**src/hw/ibc_pkg.sv**
```systemverilog
// Constants, types and state record of the two-wire bus controller
package ibc_pkg;

    // ------------------------------------------------------------------
    // Register map (byte addresses) and bus answers
    // ------------------------------------------------------------------
    localparam int          ADDR_W         = 4;
    localparam logic [3:0]  ADDR_CTRL_A    = 4'h0;
    localparam logic [3:0]  ADDR_CTRL_B    = 4'h4;
    localparam logic [3:0]  ADDR_DBR       = 4'h8;
    localparam logic [3:0]  ADDR_OAR       = 4'hC;
    localparam logic [1:0]  RESP_OKAY      = 2'h0;
    localparam logic [1:0]  RESP_SLVERR    = 2'h2;

    // ------------------------------------------------------------------
    // Field positions
    // ------------------------------------------------------------------
    localparam int          CA_BC_LO       = 5;
    localparam int          CA_ACK         = 4;
    localparam int          CB_MST         = 7;
    localparam int          CB_TRX         = 6;
    localparam int          CB_BB          = 5;
    localparam int          CB_PIN         = 4;
    localparam int          CB_MODE_LO     = 2;
    localparam int          OAR_ALS        = 0;
    localparam logic [1:0]  MODE_TWO_WIRE  = 2'h2;

    // ------------------------------------------------------------------
    // Reset values
    // ------------------------------------------------------------------
    localparam logic [7:0]  CTRL_A_RST     = 8'h00;
    localparam logic [7:0]  OAR_RST        = 8'h00;
    localparam logic [7:0]  DBR_RST        = 8'h00;
    localparam logic [1:0]  MODE_RST       = 2'h0;

    // ------------------------------------------------------------------
    // Timing: one bus half period (scl_release_delay)
    // ------------------------------------------------------------------
    localparam int          CLK_MHZ        = 100;
    localparam int          T_HALF_NS      = 5000;
    localparam int          T_HALF_CYC     = (T_HALF_NS * CLK_MHZ + 999) / 1000;
    localparam int          TMR_W          = 10;

    // ------------------------------------------------------------------
    // Master clock phases
    // ------------------------------------------------------------------
    typedef enum logic [4:0] {
        P_IDLE  = 5'h01,
        P_START = 5'h02,
        P_LOW   = 5'h04,
        P_HIGH  = 5'h08,
        P_STOP  = 5'h10
    } ibc_phase_t;

    typedef struct packed {
        logic             scl_s1, scl_s2, scl_q;
        logic             sda_s1, sda_s2, sda_q;
        logic [7:0]       ctrl_a, oar, shreg;
        logic             master_select, transmit_select, bb, pin, al, address_matched_flag, ad0, last_received_bit_flag;
        logic [1:0]       mode, swrst;
        logic [3:0]       cnt;
        logic             first, addressed, lost, dir, stop_req, hold;
        logic             sda_drv, scl_drv, scl_oe, irq;
        ibc_phase_t       phase;
        logic [TMR_W-1:0] tmr;
        logic             aw_rdy, bvalid, ar_rdy, rvalid;
        logic [1:0]       bresp, rresp;
        logic [31:0]      rdata;
    } ibc_state_t;

    localparam ibc_state_t ST_RST = '{
        scl_s1: 1'b1, scl_s2: 1'b1, scl_q: 1'b1,
        sda_s1: 1'b1, sda_s2: 1'b1, sda_q: 1'b1,
        ctrl_a: CTRL_A_RST, oar: OAR_RST, shreg: DBR_RST,
        pin: 1'b1, mode: MODE_RST, phase: P_IDLE,
        default: '0
    };

endpackage

```
**src/hw/ibc_ctrl.sv**
```systemverilog
// Two-wire serial bus controller with AXI4-Lite register slave
//
// Our own choices: the placing of the registers and the AXI4-Lite register port.
`timescale 1ns/1ps

// Functional notes
// - Address mode compares received address with own_slave_address bits 7..1.
// - Free format: no address recognition; every byte after start is data.
// - master_select bit 7, transmit_select bit 6 of control_reg_b.
// - Stop detection or arbitration loss clears master and transmit select.
// - Addressed slave copies received direction bit into transmit_select.
// - Master: acknowledged address sets transmit_select to inverted direction.
// - Free format: hardware never sets transmit_select from the direction bit.
// - Bus free, write 1 to mst/trx/bb/pin: start and address byte sent.
// - Bus busy, write bb=0 others 1: stop, after clock line released.
// - bus_busy_flag set on any start, cleared on any stop.
// - Master raises transfer_irq after bit count plus acknowledge clock.
// - Slave raises transfer_irq after address match ack and each byte.
// - transfer_irq clears service_pending_n except after lost arbitration; clock held low while it is 0.
// - Buffer access or write of 1 sets pending bit; release after delay.
// - Lost arbitration, unmatched address: irq raised, pending bit kept 1.
// - Data mismatch at clock rise: flag set, become slave, release lines.
// - Buffer access or control_reg_b write clears arbitration_lost_flag.
// - address_matched_flag on match, general call, free-format first byte.
// - general_call_flag set by all-zero first byte, cleared on start/stop.
// - last_received_bit_flag samples data at each clock rise.
// - Start clears bit_count_field so address byte is eight bits.
// - Acknowledge mode adds one acknowledge clock to master and slave.
module ibc_ctrl
    import ibc_pkg::*;
#(
    parameter int HALF_CYC = T_HALF_CYC      // Clock half period in cycles
) (
    input  wire logic              aclk,     // System clock
    input  wire logic              aresetn,  // Synchronous reset
    input  wire logic [ADDR_W-1:0] awaddr,   // Write address
    input  wire logic              awvalid,  // Write address valid
    output logic                   awready,  // Write address ready
    input  wire logic [31:0]       wdata,    // Write data
    input  wire logic [3:0]        wstrb,    // Write byte strobes
    input  wire logic              wvalid,   // Write data valid
    output logic                   wready,   // Write data ready
    output logic [1:0]             bresp,    // Write response
    output logic                   bvalid,   // Write response valid
    input  wire logic              bready,   // Write response ready
    input  wire logic [ADDR_W-1:0] araddr,   // Read address
    input  wire logic              arvalid,  // Read address valid
    output logic                   arready,  // Read address ready
    output logic [31:0]            rdata,    // Read data
    output logic [1:0]             rresp,    // Read response
    output logic                   rvalid,   // Read data valid
    input  wire logic              rready,   // Read data ready
    input  wire logic              scl_i,    // Clock line level
    output logic                   scl_o,    // Clock line drive value
    output logic                   scl_oe,   // Clock line pulled low
    input  wire logic              sda_i,    // Data line level
    output logic                   sda_o,    // Data line drive value
    output logic                   sda_oe,   // Data line pulled low
    output logic                   transfer_irq // Transfer done pulse
);

    if (HALF_CYC < 1 || HALF_CYC >= (1 << TMR_W)) begin : g_chk
        $error("HALF_CYC out of range");
    end

    localparam logic [TMR_W-1:0] HALF = TMR_W'(HALF_CYC);

    ibc_state_t s;
    ibc_state_t n;

    // ------------------------------------------------------------------
    // Register select: one-hot {unmapped, oar, dbr, ctrl_b, ctrl_a}
    // ------------------------------------------------------------------
    function automatic logic [4:0] reg_sel(input logic [ADDR_W-1:0] a);
        logic [3:0] w;
        w = {a[3:2], 2'b00};
        case (w)
            ADDR_CTRL_A: reg_sel = 5'h01;
            ADDR_CTRL_B: reg_sel = 5'h02;
            ADDR_DBR:    reg_sel = 5'h04;
            ADDR_OAR:    reg_sel = 5'h08;
            default:     reg_sel = 5'h10;
        endcase
    endfunction

    logic [4:0] wsel;
    logic [4:0] rsel;
    logic       wr_go;
    logic       rd_go;
    logic       scl_rise;
    logic       scl_fall;
    logic       start_det;
    logic       stop_det;
    logic [3:0] nbits;
    logic [3:0] tot;
    logic [3:0] c1;
    logic [7:0] status;

    assign wsel      = reg_sel(awaddr);
    assign rsel      = reg_sel(araddr);
    assign wr_go     = s.aw_rdy & awvalid & wvalid;
    assign rd_go     = s.ar_rdy & arvalid;
    assign scl_rise  = s.scl_s2 & ~s.scl_q;
    assign scl_fall  = ~s.scl_s2 & s.scl_q;
    assign start_det = s.scl_s2 & s.scl_q & s.sda_q & ~s.sda_s2;
    assign stop_det  = s.scl_s2 & s.scl_q & ~s.sda_q & s.sda_s2;
    assign nbits     = (s.ctrl_a[7:5] == 3'h0) ? 4'h8
                                               : {1'b0, s.ctrl_a[7:5]};
    assign tot       = nbits + {3'h0, s.ctrl_a[CA_ACK]};
    assign c1        = s.cnt + 4'h1;
    assign status    = {s.master_select, s.transmit_select, s.bb, s.pin,
                        s.al, s.address_matched_flag, s.ad0, s.last_received_bit_flag};

    always_comb begin
        n = s;
        n.irq = 1'b0;
        // --------------------------------------------------------------
        // Line synchronisers
        // --------------------------------------------------------------
        n.scl_s1 = scl_i;
        n.scl_s2 = s.scl_s1;
        n.scl_q  = s.scl_s2;
        n.sda_s1 = sda_i;
        n.sda_s2 = s.sda_s1;
        n.sda_q  = s.sda_s2;
        if (s.tmr != '0) begin
            n.tmr = s.tmr - TMR_W'(1);
        end

        // --------------------------------------------------------------
        // AXI4-Lite slave
        // --------------------------------------------------------------
        n.aw_rdy = ~s.aw_rdy & awvalid & wvalid & ~s.bvalid;
        n.ar_rdy = ~s.ar_rdy & arvalid & ~s.rvalid;
        if (s.bvalid && bready) begin
            n.bvalid = 1'b0;
        end
        if (s.rvalid && rready) begin
            n.rvalid = 1'b0;
        end
        if (wr_go) begin
            n.bvalid = 1'b1;
            n.bresp  = wsel[4] ? RESP_SLVERR : RESP_OKAY;
            if (wstrb[0]) begin
                if (wsel[0]) begin
                    n.ctrl_a = wdata[7:0];
                end
                if (wsel[3]) begin
                    n.oar = wdata[7:0];
                end
                if (wsel[2]) begin
                    n.shreg = wdata[7:0];
                    n.pin   = 1'b1;
                    n.al    = 1'b0;
                    n.address_matched_flag   = 1'b0;
                end
                if (wsel[1]) begin
                    n.al    = 1'b0;
                    n.mode  = wdata[CB_MODE_LO+1:CB_MODE_LO];
                    n.swrst = wdata[1:0];
                    if (wdata[CB_PIN]) begin
                        n.pin = 1'b1;
                    end
                    if (!s.bb && wdata[7:4] == 4'hF) begin
                        n.master_select     = 1'b1;
                        n.transmit_select     = 1'b1;
                        n.bb      = 1'b1;
                        n.dir     = s.shreg[0];
                        n.phase   = P_START;
                        n.sda_drv = 1'b1;
                        n.scl_drv = 1'b0;
                        n.tmr     = HALF;
                    end else if (s.bb && wdata[7:4] == 4'hD) begin
                        n.stop_req = 1'b1;
                    end else if (!s.bb) begin
                        n.master_select = wdata[CB_MST];
                        n.transmit_select = wdata[CB_TRX];
                    end
                end
            end
        end
        if (rd_go) begin
            n.rvalid = 1'b1;
            n.rresp  = rsel[4] ? RESP_SLVERR : RESP_OKAY;
            case (rsel)
                5'h01:   n.rdata = {24'h0, s.ctrl_a};
                5'h02:   n.rdata = {24'h0, status};
                5'h04:   n.rdata = {24'h0, s.shreg};
                5'h08:   n.rdata = {24'h0, s.oar};
                default: n.rdata = 32'h0;
            endcase
            if (rsel[2]) begin
                n.pin = 1'b1;
                n.al  = 1'b0;
                n.address_matched_flag = 1'b0;
            end
        end
        if (n.pin && !s.pin) begin
            n.tmr = HALF;
        end

        // --------------------------------------------------------------
        // Bus engine
        // --------------------------------------------------------------
        if (s.mode == MODE_TWO_WIRE) begin
            if (start_det) begin
                n.bb        = 1'b1;
                n.ad0       = 1'b0;
                n.ctrl_a[7:5] = 3'h0;
                n.cnt       = 4'h0;
                n.first     = 1'b1;
                n.addressed = 1'b0;
                n.lost      = 1'b0;
            end
            if (scl_rise) begin
                n.last_received_bit_flag = s.sda_s2;
                // Bits counted at clock rise: the start's fall is no bit
                if (s.bb) begin
                    n.cnt = c1;
                end
                if (s.cnt < nbits) begin
                    n.shreg = {s.shreg[6:0], s.sda_s2};
                    if (s.master_select && s.phase != P_IDLE && !s.sda_drv
                        && !s.sda_s2 && (s.first || s.transmit_select)) begin
                        n.al      = 1'b1;
                        n.master_select     = 1'b0;
                        n.transmit_select     = 1'b0;
                        n.lost    = 1'b1;
                        n.phase   = P_IDLE;
                        n.scl_drv = 1'b0;
                        n.sda_drv = 1'b0;
                        n.stop_req = 1'b0;
                    end
                end
            end
            if (scl_fall && s.bb) begin
                if (s.cnt == nbits && s.first && !s.master_select) begin
                    if (s.oar[OAR_ALS]) begin
                        n.address_matched_flag       = 1'b1;
                        n.addressed = 1'b1;
                    end else if (s.shreg == 8'h00) begin
                        n.ad0       = 1'b1;
                        n.address_matched_flag       = 1'b1;
                        n.addressed = 1'b1;
                    end else if (s.shreg[7:1] == s.oar[7:1]) begin
                        n.address_matched_flag       = 1'b1;
                        n.transmit_select       = s.shreg[0];
                        n.addressed = 1'b1;
                    end
                end
                if (s.cnt == tot) begin
                    n.cnt   = 4'h0;
                    n.first = 1'b0;
                    n.lost  = 1'b0;
                    if (s.master_select) begin
                        n.irq = 1'b1;
                        n.pin = 1'b0;
                        if (s.first && !s.last_received_bit_flag && s.ctrl_a[CA_ACK]
                            && !s.oar[OAR_ALS]) begin
                            n.transmit_select = ~s.dir;
                        end
                    end else if (n.addressed) begin
                        n.irq  = 1'b1;
                        n.pin  = 1'b0;
                        n.hold = 1'b1;
                    end else if (s.lost) begin
                        n.irq = 1'b1;
                    end
                end
                // Next bit to place on the data line
                if (n.cnt < nbits) begin
                    n.sda_drv = ~n.shreg[7] & (n.master_select ? (n.first | n.transmit_select)
                                : (n.addressed & n.transmit_select & ~n.first));
                end else if (n.master_select) begin
                    n.sda_drv = ~n.transmit_select & ~s.first;
                end else begin
                    n.sda_drv = n.addressed & (s.first | ~n.transmit_select);
                end
            end
            // Slave stretch released one low period after pending set
            if (s.hold && s.pin && s.tmr == '0) begin
                n.hold = 1'b0;
            end
            case (s.phase)
                P_IDLE: begin
                end
                P_START: begin
                    if (s.tmr == '0) begin
                        n.scl_drv = 1'b1;
                        n.phase   = P_LOW;
                        n.tmr     = HALF;
                        n.sda_drv = ~s.shreg[7];
                    end
                end
                P_LOW: begin
                    n.scl_drv = 1'b1;
                    if (!n.pin) begin
                        n.tmr = HALF;
                    end else if (s.stop_req) begin
                        n.sda_drv = 1'b1;
                        if (s.tmr == '0) begin
                            n.scl_drv = 1'b0;
                            n.phase   = P_STOP;
                            n.tmr     = HALF;
                        end
                    end else if (s.tmr == '0) begin
                        n.scl_drv = 1'b0;
                        n.phase   = P_HIGH;
                        n.tmr     = HALF;
                    end
                end
                P_HIGH: begin
                    if (scl_fall) begin
                        n.scl_drv = 1'b1;
                        n.phase   = P_LOW;
                        n.tmr     = HALF;
                    end else if (!s.scl_s2) begin
                        n.tmr = HALF;
                    end else if (s.tmr == '0) begin
                        n.scl_drv = 1'b1;
                        n.phase   = P_LOW;
                        n.tmr     = HALF;
                    end
                end
                P_STOP: begin
                    if (!s.scl_s2) begin
                        n.tmr = HALF;
                    end else if (s.tmr == '0) begin
                        n.sda_drv  = 1'b0;
                        n.phase    = P_IDLE;
                        n.stop_req = 1'b0;
                    end
                end
                default: begin
                    n.phase = P_IDLE;
                end
            endcase
            if (stop_det) begin
                n.bb        = 1'b0;
                n.master_select       = 1'b0;
                n.transmit_select       = 1'b0;
                n.ad0       = 1'b0;
                n.addressed = 1'b0;
                n.hold      = 1'b0;
                n.stop_req  = 1'b0;
                n.phase     = P_IDLE;
                n.scl_drv   = 1'b0;
                n.sda_drv   = 1'b0;
            end
        end else begin
            n.phase   = P_IDLE;
            n.scl_drv = 1'b0;
            n.sda_drv = 1'b0;
            n.hold    = 1'b0;
        end
        n.scl_oe = n.scl_drv | n.hold;
    end

    always_ff @(posedge aclk) begin
        if (!aresetn) begin
            s <= ST_RST;
        end else begin
            s <= n;
        end
    end

    // ------------------------------------------------------------------
    // Outputs
    // ------------------------------------------------------------------
    assign awready      = s.aw_rdy;
    assign wready       = s.aw_rdy;
    assign bvalid       = s.bvalid;
    assign bresp        = s.bresp;
    assign arready      = s.ar_rdy;
    assign rvalid       = s.rvalid;
    assign rdata        = s.rdata;
    assign rresp        = s.rresp;
    assign scl_oe       = s.scl_oe;
    assign sda_oe       = s.sda_drv;
    assign scl_o        = 1'b0;
    assign sda_o        = 1'b0;
    assign transfer_irq = s.irq;

endmodule // ibc_ctrl

```
**config.mk**
```make
export PLATFORM = sky130hd
export DESIGN_NAME = ibc_ctrl
export DESIGN_NICKNAME = d
export VERILOG_FILES = /design/src/hw/ibc_pkg.sv /design/src/hw/ibc_ctrl.sv
export SDC_FILE = /design/constraint.sdc
export NUM_CORES = 1
export LEC_CHECK = 0
export BUFFER_PORTS_ARGS = -buffer_cell sky130_fd_sc_hd__buf_2
export CORE_ASPECT_RATIO = 1.25
export CORE_MARGIN = 8
export CORE_UTILIZATION = 30
export DETAILED_ROUTE_END_ITERATION = 8
export HOLD_SLACK_MARGIN = 0.06
export PLACE_DENSITY = 0.51
export RECOVER_POWER = 100
export SLEW_MARGIN = 15
export SYNTH_ARGS = -nofsm -noshare
export SYNTH_HDL_FRONTEND = slang
export SYNTH_SLANG_ARGS = --single-unit
```
**constraint.sdc**
```tcl
create_clock -name aclk -period 4.4 [get_ports aclk]
set_input_delay 0.22 -clock aclk [delete_from_list [all_inputs] [get_ports aclk]]
set_output_delay 0.22 -clock aclk [all_outputs]
set_load 0.01 [all_outputs]
```
* After elaboration in Yosys (flattened, before gate mapping) *
Index checks and enable logic that the tools add are counted.

word-level totals
  flip-flop bits (word level) = 109
  latch bits = 0
  memory bits (writable) = 0
  bits in read-only memories = 0
  output and inout bits = 46
  word-level logic and storage cells = 292
  memories = 0

operators by class
  add/subtract/negate cells = 3
  multiply operators = 0
  divide/modulo/power cells = 0
  magnitude comparators = 2
  eq/ne operators = 22
  shifts and indexed selects = 0
  muxes and demuxes = 147
  bitwise gates (word level) = 39
  reduce and logical (&&, ||, !) cells = 40

operators by type and width
  kind                count
  $mux 15             9
  $mux 10             9
  $mux 1              73
  $mux 30             2
  $mux 5              11
  $pmux 10 s4         1
  $pmux 5 s4          2
  $mux 2              19
  $pmux 8 s4          1
  $pmux 5 s5          1
  $mux 8              3
  $mux 3              7
  $and 1x1->1         20
  $logic_and 1x1->1   17
  $mux 16             1
  $mux 4              4
  $not 1->1           16
  $mux 7              2
  $eq 2x2->1 const B  5
  $eq 5x1->1 const B  2
  $eq 5x2->1 const B  2
  $eq 5x3->1 const B  2
  $eq 5x4->1 const B  2
  $logic_not 10->1    1
  23 further kinds    41

* Depth between registers and ports, before layout *
Gate-level depths: netlist (run 1).

  word-level depth = 32
  gate-level depth with buffers = 15
  mapped depth without buffers = 14

* Least setup slack after synthesis (run 1) *
Ideal clock, no wire load.

  path type = register to register
  from = register s[102] (netlist bit)
  to = register s (netlist bit sda_oe)
  arrival = 2,816 ps
  required time = 4,279 ps
  setup slack = 1,464 ps
  stages on the path, launching flop included = 16
  path buffers = 1
  clock period less this slack = 2,936 ps
  cell sequence = dfxtp_1 clkbuf_1 ha_1 ha_1 xor2_1 nor3_1 o21a_1 a21oi_1 ha_1 o211ai_1 a21oi_1 a211oi_1 o31ai_1 o21a_1 a32oi_1 nand2_1

on the way
  cells in the longest elaborated chain, start to end = 24

RTL lines
  element                                           RTL line                          RTL
  start: declaration                                ibc_ctrl.sv:68                    ibc_state_t s;
  start signal: assignment                          ibc_ctrl.sv:363                   s <= n;
  $logic_not 3->1                                   ibc_ctrl.sv:107                   assign nbits = (s.ctrl_a[7:5] == 3'h0) ? 4'h8
  $mux 4 (*)                                        ibc_ctrl.sv:107
  $lt 4x4->1                                        ibc_ctrl.sv:221                   if (s.cnt < nbits) begin
  $mux 10                                           ibc_ctrl.sv:221
  $mux 10                                           ibc_ctrl.sv:215                   if (scl_rise) begin
  $mux 10                                           ibc_ctrl.sv:205                   if (s.mode == MODE_TWO_WIRE) begin
  $mux 1                                            ibc_ctrl.sv:245                   end else if (s.shreg[7:1] == s.oar[7:1]) begin
  $mux 1                                            ibc_ctrl.sv:241                   end else if (s.shreg == 8'h00) begin
  [8 not listed]                                    --
  $and 1x1->1 / $or 1x1->1 (equally long branches)  ibc_ctrl.sv:273, ibc_ctrl.sv:277
  $mux 1 / $and 1x1->1 (equally long branches)      ibc_ctrl.sv:272, ibc_ctrl.sv:277
  $and 1x1->1 / $mux 1 (equally long branches)      ibc_ctrl.sv:272, ibc_ctrl.sv:274
  $mux 1                                            ibc_ctrl.sv:271                   if (n.cnt < nbits) begin
  $mux 2                                            ibc_ctrl.sv:236                   if (scl_fall && s.bb) begin
  $mux 1, on equally long branches                  ibc_ctrl.sv:328, ibc_ctrl.sv:299
  $mux 1 / $mux 2 (equally long branches)           ibc_ctrl.sv:326, ibc_ctrl.sv:297
  $pmux 1 s3 (*)                                    ibc_ctrl.sv:284                   case (s.phase)

Mark *: on every way between the ends. The rest lies on a longest branch, timed or not. The select of a mux whose other input is x is not followed.
A chain may end at the register's enable or synchronous reset.

* Worst setup path after layout (run 1) *
  from = register s (netlist bit n[108])
  to = register s (netlist bit sda_oe)

on the way
  cells in the longest elaborated chain, start to end = 21

RTL lines
  element                                           RTL line                          RTL
  $and 1x1->1                                       ibc_ctrl.sv:103                   assign scl_rise = s.scl_s2 & ~s.scl_q;
  $mux 10                                           ibc_ctrl.sv:215
  $mux 10                                           ibc_ctrl.sv:205
  $mux 1                                            ibc_ctrl.sv:245
  $mux 1                                            ibc_ctrl.sv:241
  $mux 1                                            ibc_ctrl.sv:238                   if (s.oar[OAR_ALS]) begin
  $mux 1                                            ibc_ctrl.sv:237                   if (s.cnt == nbits && s.first && !s.master_select) begin
  $mux 1                                            ibc_ctrl.sv:258                   if (s.first && !s.last_received_bit_flag && s.ctrl_a[CA_ACK]
  [5 not listed]                                    --
  $and 1x1->1 / $or 1x1->1 (equally long branches)  ibc_ctrl.sv:273, ibc_ctrl.sv:277
  $mux 1 / $and 1x1->1 (equally long branches)      ibc_ctrl.sv:272, ibc_ctrl.sv:277
  $and 1x1->1 / $mux 1 (equally long branches)      ibc_ctrl.sv:272, ibc_ctrl.sv:274
  $mux 1                                            ibc_ctrl.sv:271
  $mux 2                                            ibc_ctrl.sv:236
  $mux 1, on equally long branches                  ibc_ctrl.sv:328, ibc_ctrl.sv:299
  $mux 1 / $mux 2 (equally long branches)           ibc_ctrl.sv:326, ibc_ctrl.sv:297
  $pmux 1 s3                                        ibc_ctrl.sv:284

Parallel ways exist; a longest one is shown, timed or not. The select of a mux whose other input is x is not followed.

==> summary.md, run 1 <==
| Metric | Value |
|---|---|
| Starting density of the core | 30.5% |
| Ant. Diodes | 0 |
| Post-synth EDFFs | 0 |
| Total GRT Usage | 13.3% |
| WP data required | 4.63 ns |
| Largest net degree at the start of global routing | 28 |
| Io pins | 99 |
| H-tree levels | 3 |
| Crit start category | flop |
| Routed via count | 4235 |
| Number of synthesized register bits | 81 |
| Total gr overflow | 0 |
| CTS tree | yes |
| Final Cycle Share | 82.5% |
| Routed WL | 13.8 mm |
| Post-Syn Area per Cell | 8.49 um2 |
| Clock buffer depth | 2 |
| Sw frac | 29.9% |
| Post-CTS Resized | 0 |
| Reg2Reg Depth | 15 |
| R2R Setup Slk | 0.77 ns |
| Avg Vias per Cell | 5.18 |
| RSZ-0062 raised after global routing | false |
| Setup bufs post-CTS | 0 |
| Total Die Area | 20700 um2 |
| Die height | 159 um |
| CTS buffer count | 9 |
| Detailed Routing Iterations Pass 1 | 6 |
| Slew headroom | -23.8% |
| Vias in the first global route | 4110 |
| FF+latch area | 1620 um2 |
| Status | complete, but fails checks |
| GP Congestion | 0.893 |
| Seq/Total Area, Yosys | 33.1% |
| Core area | 16100 um2 |
| Unique masters post-synth | 70 |
| Clock Tree Root | clkbuf_16 |
| P per Cell Area | 367 nW/um2 |
| Cts hold-fix bufs | 2 |
| Final setup fails | 0 |
| Worst Path Arrival | 3.86 ns |
| Port Buf Inserts | 37 |
| Worst R2R Start | n[108]$_SDFF_PN1_ |
| Setup_tns | 0 ns |
| Cell area after layout | 5350 um2 |
| Antenna viol nets, final | 0 |
| Layout cells sized above 1 | 9.97% |
| Mapped Cells | 577 |
| Tmin final | 3.63 ns |
| Leak pwr | 1.99 nW |
| # fillers | 1758 |
| Critical path class | flop to flop |
| GR peak layer | met2 |
| Power share of the sequential group | 41.7% |
| Hold path start | wvalid |
| Worst Setup EP | sda_oe$_SDFF_PP0_ |
| Fin Clk Skew | 0.00884 ns |
| Final count of pins violating max slew | 8 |
| Clk pwr share | 38.1% |
| Die Span X | 130 um |
| Int Pwr | 1.38 mW |
| Met2 Track Usage GR | 21.9% |
| Dpl cell area | 5110 um2 |
| Max_cap viols | 1 |
| Total Power | 1.96 mW |
| Logic pwr share | 20.2% |
| Initial antenna violation count | 1 |
| Worst setup EP type | flop |
| Area Overhead vs Synth | 9.33% |
| Final hold vios | 0 |
| Worst vdd ir | 0.271 mV |
| Synth warn | 0 |
| Wire length per cell | 16.8 um |
| Worst-path clk slew | 0.06 ns |
| Clk_lat worst skew | 0.35 ns |
| Post-route DRC | 0 |
| Final layout net count | 662 |
| Main flop type after synthesis | dfxtp_1 |
| Routing usage on met1 | 15.9% |
| Worst-Margin Slew | 1.83 ns |
| Worst r2r dst | sda_oe$_SDFF_PP0_ |
| Synthesized area | 4900 um2 |
| DP HPWL | 10.4 mm |
| P_sw | 586 uW |
| Multi-input gate area | 2880 um2 |
| First-pass GRT wire length | 21.9 mm |
| Met3 Use GR | 2.41% |
| Fmax | 276 MHz |
| DRC violation total after the first TritonRoute iteration | 283 |
| Async SR Flop Fraction | 0% |
| Hold Path Class | primary input to flop |
| # clock sinks | 81 |
| Crit path max fanout | 16 |
| Row count | 52 |
| Failing checks | capacitance limit, slew limit |
| Worst setup path startpoint | n[108]$_SDFF_PN1_ |
-- worst min-delay path by stage --
| stage | endpoint | slack [ns] | cells past startpoint |
|---|---|---|---|
| CTS | awready$_SDFF_PN0_ | 0.12 | 3 |
| finish | awready$_SDFF_PN0_ | 0.13 | 3 |
| floorplan | n[106]$_SDFF_PN1_ | 0.32 | 1 |
| global route | awready$_SDFF_PN0_ | 0.13 | 3 |
| detailed placement | n[108]$_SDFF_PN1_ | 0.40 | 1 |
| global placement | n[108]$_SDFF_PN1_ | 0.39 | 1 |
-- stage by stage --
| stage | worst slack, ns | utilization [%] | std cells | hold WS [ns] |
|---|---|---|---|---|
| final | 0.770 | 33.3 | 818 | 0.127 |
| after global routing | 0.445 | 33.3 | 818 | 0.132 |
| after CTS | 1.01 | 33.7 | 818 | 0.117 |
| after detailed placement | 1.02 | 31.8 | 801 | 0.402 |
| after global placement | 1.08 | 31.8 | 801 | 0.392 |
| after floorplan | 1.46 | - | 606 | 0.321 |
-- synthesized netlist by cell type, types with 10 or more instances --
| library cell | count | area [um2] |
|---|---|---|
| ha_1 | 11 | 138 |
| o21ai_0 | 20 | 100 |
| nor3_1 | 15 | 75.1 |
| a31oi_1 | 10 | 62.6 |
| clkbuf_1 | 17 | 63.8 |
| dfxtp_1 | 81 | 1620 |
| inv_1 | 17 | 63.8 |
| nor2_1 | 67 | 251 |
| a211oi_1 | 13 | 97.6 |
| nand2b_1 | 12 | 75.1 |
| a21oi_1 | 40 | 200 |
| nand3_1 | 12 | 60.1 |
| mux2i_1 | 30 | 300 |
| nand2_1 | 48 | 180 |
| xor2_1 | 12 | 105 |
| buf_4 | 40 | 300 |
-- flip-flops by register name, summed over array words and instances (netlist names) --
signal        cells
arready           1
transfer_irq      1
rvalid            1
sda_oe            1
s                62
bvalid            1
awready           1
scl_oe            1
n                 4
rdata             8
-- final cells by class --
cell class	count	share of cell area (%)
Multi-Input combinational cell	443	53.8
Sequential cell	81	30.3
Tap cell	216	5.05
Clock buffer	9	4.21
Timing Repair Buffer	45	4.07
Clock inverter	6	1.31
Inverter	18	1.26
-- placed cells by master, fill, tap and decap left out, types with 4 or more instances in the layout --
master | netlist | layout
inv_1 | 17 | 17
nand2_1 | 48 | 48
nand4_1 | 4 | 4
o21ai_0 | 20 | 20
clkinv_4 | 0 | 4
nand3_1 | 12 | 12
ha_1 | 11 | 11
dfxtp_1 | 81 | 81
a211oi_1 | 13 | 14
and3_1 | 4 | 4
nor2_1 | 67 | 67
a21oi_1 | 40 | 40
clkbuf_1 | 17 | 20
mux4_2 | 8 | 8
clkbuf_16 | 0 | 9
nor4_1 | 8 | 8
buf_2 | 6 | 20
a31oi_1 | 10 | 10
nor3_1 | 15 | 15
nand3b_1 | 6 | 6
conb_1 | 1 | 30
xor2_1 | 12 | 12
and3b_1 | 4 | 4
nand2b_1 | 12 | 12
or3_1 | 4 | 4
o21a_1 | 4 | 4
nor2b_1 | 6 | 6
o31ai_1 | 4 | 4
mux2i_1 | 30 | 30
o211ai_1 | 7 | 7
-- power by group through the flow --
stage | logic (mW) | clock network [mW] | registers [mW]
floorplan | 0.343 | 0 | 0.825
finish | 0.396 | 0.749 | 0.819
global route | 0.439 | 0.799 | 0.825
CTS | 0.404 | 0.770 | 0.818
global placement | 0.394 | 0 | 0.832
detailed placement | 0.401 | 0 | 0.834
-- worst max-delay path: stages, from the launching register on --
cell	delay, ns
dfxtp_1	0.31
clkbuf_1	0.53
nor2b_1	0.50
and2_0	0.32
nand4_1	0.15
nand3_1	0.11
o21ai_0	0.13
nor2b_1	0.16
ha_1	0.32
o211ai_1	0.12
a21oi_1	0.07
a211oi_1	0.23
o31ai_1	0.16
o21a_1	0.14
a32oi_1	0.20
nand2_1	0.07
-- cells by family (layout without fill, tap and decap cells) --
family	after synthesis	in the layout	share of synthesized area (%)
simple gates	214	214	22.3
compound gates	134	134	19.1
fa+ha+maj	11	11	2.81
buf+inv	82	78	9.66
xor+xnor	16	16	3.17
mux	38	38	9.81
flops	81	81	33.1
other cells	1	30	0.0766
-- metal layers --
metal | wire (um) | vias up | part of all wire, %
met5 | 0 | - | 0
met4 | 532 | 0 | 3.9
met3 | 892 | 40 | 6.5
met2 | 6470 | 156 | 47
met1 | 5860 | 1965 | 43
li1 | - | 2074 | -
Power figures use the tool's default switching activity.
==> run 2, diff against run 1 <==
Settings changed: ABC_AREA set to 1, PLACE_DENSITY 0.51 to 0.52.
Clock period 4.4 ns to 3 ns, I/O delays scaled along.
==> run 2 against run 1 <==
Against the previous run:
- the flow now finishes without violations
- first-iteration DRC count is 11% higher
- critical endpoint unchanged
- cell count is 23% higher
- sequential power is 43% higher
- fmax is 36% higher
==> summary.md, run 2 <==
| Metric | Value |
|---|---|
| Status | finished clean |
| Commonest non-fill, non-tap cell in the layout | nand2_1 |
| Unique masters post-synth | 54 (-23%) |
| Total Die Area | 21200 um2 (+2.7%) |
| Crit start category | flop |
| Yosys top cell by area | dfxtp_1 |
| Buf+Inv Stages, Crit Path | 2 (+1) |
| RSZ-0062 raised after global routing | false |
| Setup bufs post-CTS | 0 (unchanged) |
| Row count | 53 (+1.9%) |
| Largest net degree at the start of global routing | 36 (+29%) |
| DP HPWL | 11.2 mm (+8.0%) |
| Total gr overflow | 0 (unchanged) |
| Seq/Total Area, Yosys | 32.1% (-0.98 points) |
| Vias in the first global route | 4717 (+15%) |
| Final WS setup | 0.333 ns (-0.437 ns) |
| Worst setup EP type | flop |
| Area Overhead vs Synth | 11.1% |
| Final hold vios | 0 (unchanged) |
| Leak pwr | 2.51 nW (+26%) |
| Clock buffer depth | 2 (unchanged) |
| Total GRT Usage | 13.9% (+0.58 points) |
| Slew headroom | 43.8% (+68 points) |
| Post-synth EDFFs | 0 (unchanged) |
| Synthesized area | 5040 um2 (+3.0%) |
| Post-Place Setup Slack | 0.385 ns (-0.637 ns) |
| Async SR Flop Fraction | 0% (unchanged) |
| Mapped Cells | 740 (+28%) |
| Critical path class | flop to flop |
| Largest Register | s |
| Final count of pins violating max slew | 0 (-8) |
| Worst Hold Slack | 0.0884 ns (-0.0388 ns) |
| Post-route DRC | 0 (unchanged) |
| Worst-path clk slew | 0.07 ns (about the same) |
| H-tree levels | 3 (unchanged) |
| Final Cycle Share | 88.9% (+6.4 points) |
| DRC violation total after the first TritonRoute iteration | 315 (+11%) |
| Synth warn | 0 (unchanged) |
| Worst-path cell chain | ha_1, ha_1, xnor2_1, nand2_1, nor2_1, nand2_1, inv_2, nor2_1, ha_1, a21oi_1, inv_1, a21oi_1, nand2_1, nand2_1, nand2_1, nand2_1, a21oi_1 |
| Number of synthesized register bits | 81 (unchanged) |
| Max FFs per register | 62 (unchanged) |
| Synth top cells by count | nand2_1, inv_1, dfxtp_1 |
| Crit path max fanout | 5 (-11) |
| Cell area after layout | 5610 um2 (+4.7%) |
| Most frequent cell after synthesis | nand2_1 |
| Tmin final | 2.67 ns (-0.963 ns) |
| # clock sinks | 81 (unchanged) |
| CTS buffer count | 9 (unchanged) |
| Dpl cell area | 5320 um2 (+4.2%) |
| Non-Filler Instances | 1004 (+23%) |
| Final layout net count | 843 (+27%) |
| Commonest cells after routing, fill and taps aside | nand2_1, inv_1, dfxtp_1 |
| Routed WL | 14.6 mm (+6.2%) |
| Top cell type's share of synthesized area | 32.1% (-0.98 points) |
| Synth area leaders | dfxtp_1, nand2_1, inv_1 |
| Clock Tree Root | clkbuf_16 |
| Antenna viol nets, final | 0 (unchanged) |
| CP delay by family, top | adder cells |
| Worst vdd ir | 0.226 mV (-17%) |
| Layout cells sized above 1 | 11.4% (+1.4 points) |
| Post-Syn Area per Cell | 6.82 um2 (-20%) |
| Worst-Margin Slew | 0.843 ns (-0.988 ns) |
| Wire length per cell | 14.6 um (-13%) |
| Critical path's slowest cell | dfxtp_1 |
| Final setup fails | 0 (unchanged) |
| Hold Path Class | primary input to flop |
| Worst Path Arrival | 2.90 ns (-0.96 ns) |
| CTS tree | yes |
| Main flop type after synthesis | dfxtp_1 |
| Crit path top cell by count | nand2_1 |
| Routed via count | 4752 (+12%) |
| Ant. Diodes | 0 (unchanged) |
| Die height | 161 um (+1.4%) |
| Core area | 16600 um2 (+3.6%) |
| Avg Vias per Cell | 4.73 (-8.6%) |
| Detailed Routing Iterations Pass 1 | 6 (unchanged) |
| Starting density of the core | 30.3% (-0.16 points) |
| Max_cap viols | 0 (-1) |
| First-pass GRT wire length | 23.8 mm (+9.0%) |
| Die Span X | 132 um (+1.3%) |
| Port Buf Inserts | 37 (unchanged) |
| Io pins | 99 (unchanged) |
| Initial antenna violation count | 0 (-1) |
| P per Cell Area | 531 nW/um2 (+45%) |
| Placed cells | 981 (+22%) |
| Clk_lat worst skew | 0.35 ns (about the same) |
| WP data required | 3.24 ns (-1.39 ns) |
| GP Congestion | 0.860 (-3.6%) |
| Fin Clk Skew | 0.0123 ns (+0.00343 ns) |
| CP peak stage delay | 0.37 ns (-0.16 ns) |
| Setup_tns | 0 ns (unchanged) |
| Fmax | 375 MHz (+36%) |
run 2: area by class of cell:
| type | count | area, um2 |
|---|---|---|
| clock buffers | 9 | 225 |
| clock inverters | 7 | 65.1 |
| fillers | 1871 | 11000 |
| inverters | 120 | 454 |
| multi-input cells | 514 | 2670 |
| flip-flops and latches | 81 | 1620 |
| well taps | 220 | 275 |
| repair buffers | 53 | 293 |
run 2: worst reg2reg max path, cell delays in order (launching register included):
cell	delay [ns]
dfxtp_1	0.37
ha_1	0.24
ha_1	0.30
xnor2_1	0.13
nand2_1	0.07
nor2_1	0.13
nand2_1	0.14
inv_2	0.14
nor2_1	0.06
ha_1	0.30
a21oi_1	0.20
inv_1	0.07
a21oi_1	0.12
nand2_1	0.07
nand2_1	0.05
nand2_1	0.04
nand2_1	0.06
a21oi_1	0.05
run 2: per-layer routing:
metal  vias up  global-route usage [%]  share of wire (%)
met5         -                       0                  0
met2        98                    25.2                 51
met3        32                    3.67                4.3
met1      2178                    14.6                 41
li1       2444                       -                  -
met4         0                    6.54                3.4
run 2: kinds of logic after synthesis:
logic type / after synthesis / share of synthesized area, %
adder cells (fa/ha/maj): 11 / 2.73
flip-flops: 81 / 32.1
XOR/XNOR: 9 / 1.56
other: 1 / 0.0743
AND/OR/NAND/NOR: 300 / 27.7
buffers and inverters: 174 / 16.1
AO/OA/AOI/OAI: 164 / 19.7
run 2: final timing paths:
check	startpoint	endpoint	slack, ns	cells past startpoint
hold / removal	wdata[1]	s[98]$_SDFFE_PN0P_	0.09	3
hold reg to reg	n[109]$_SDFF_PN1_	n[108]$_SDFF_PN1_	0.41	1
setup / recovery	s[101]$_SDFFE_PN0P_	sda_oe$_SDFF_PP0_	0.33	17
setup reg to reg	s[101]$_SDFFE_PN0P_	sda_oe$_SDFF_PP0_	0.33	17
run 2: through the flow:
step | total power, mW | util, %
after global placement | 1.90 | 32.0
final | 2.98 | 33.7
after detailed placement | 1.90 | 32.0
after floorplan | 1.78 | -
after global routing | 3.17 | 33.7
after CTS | 3.02 | 34.1
run 2: power breakdown:
group | switching (mW) | internal, mW | total (mW)
Clock | 0.514 | 0.585 | 1.10
Sequential | 0.0408 | 1.13 | 1.17
Combinational | 0.458 | 0.246 | 0.704
Total | 1.01 | 1.96 | 2.98
run 2: timing repair:
| action | 4_1_cts | 5_1_grt |
|---|---|---|
| hold buffers | 7 | 0 |
| resized for setup | 0 | 0 |
| endpoints found under the hold margin | 6 | 0 |
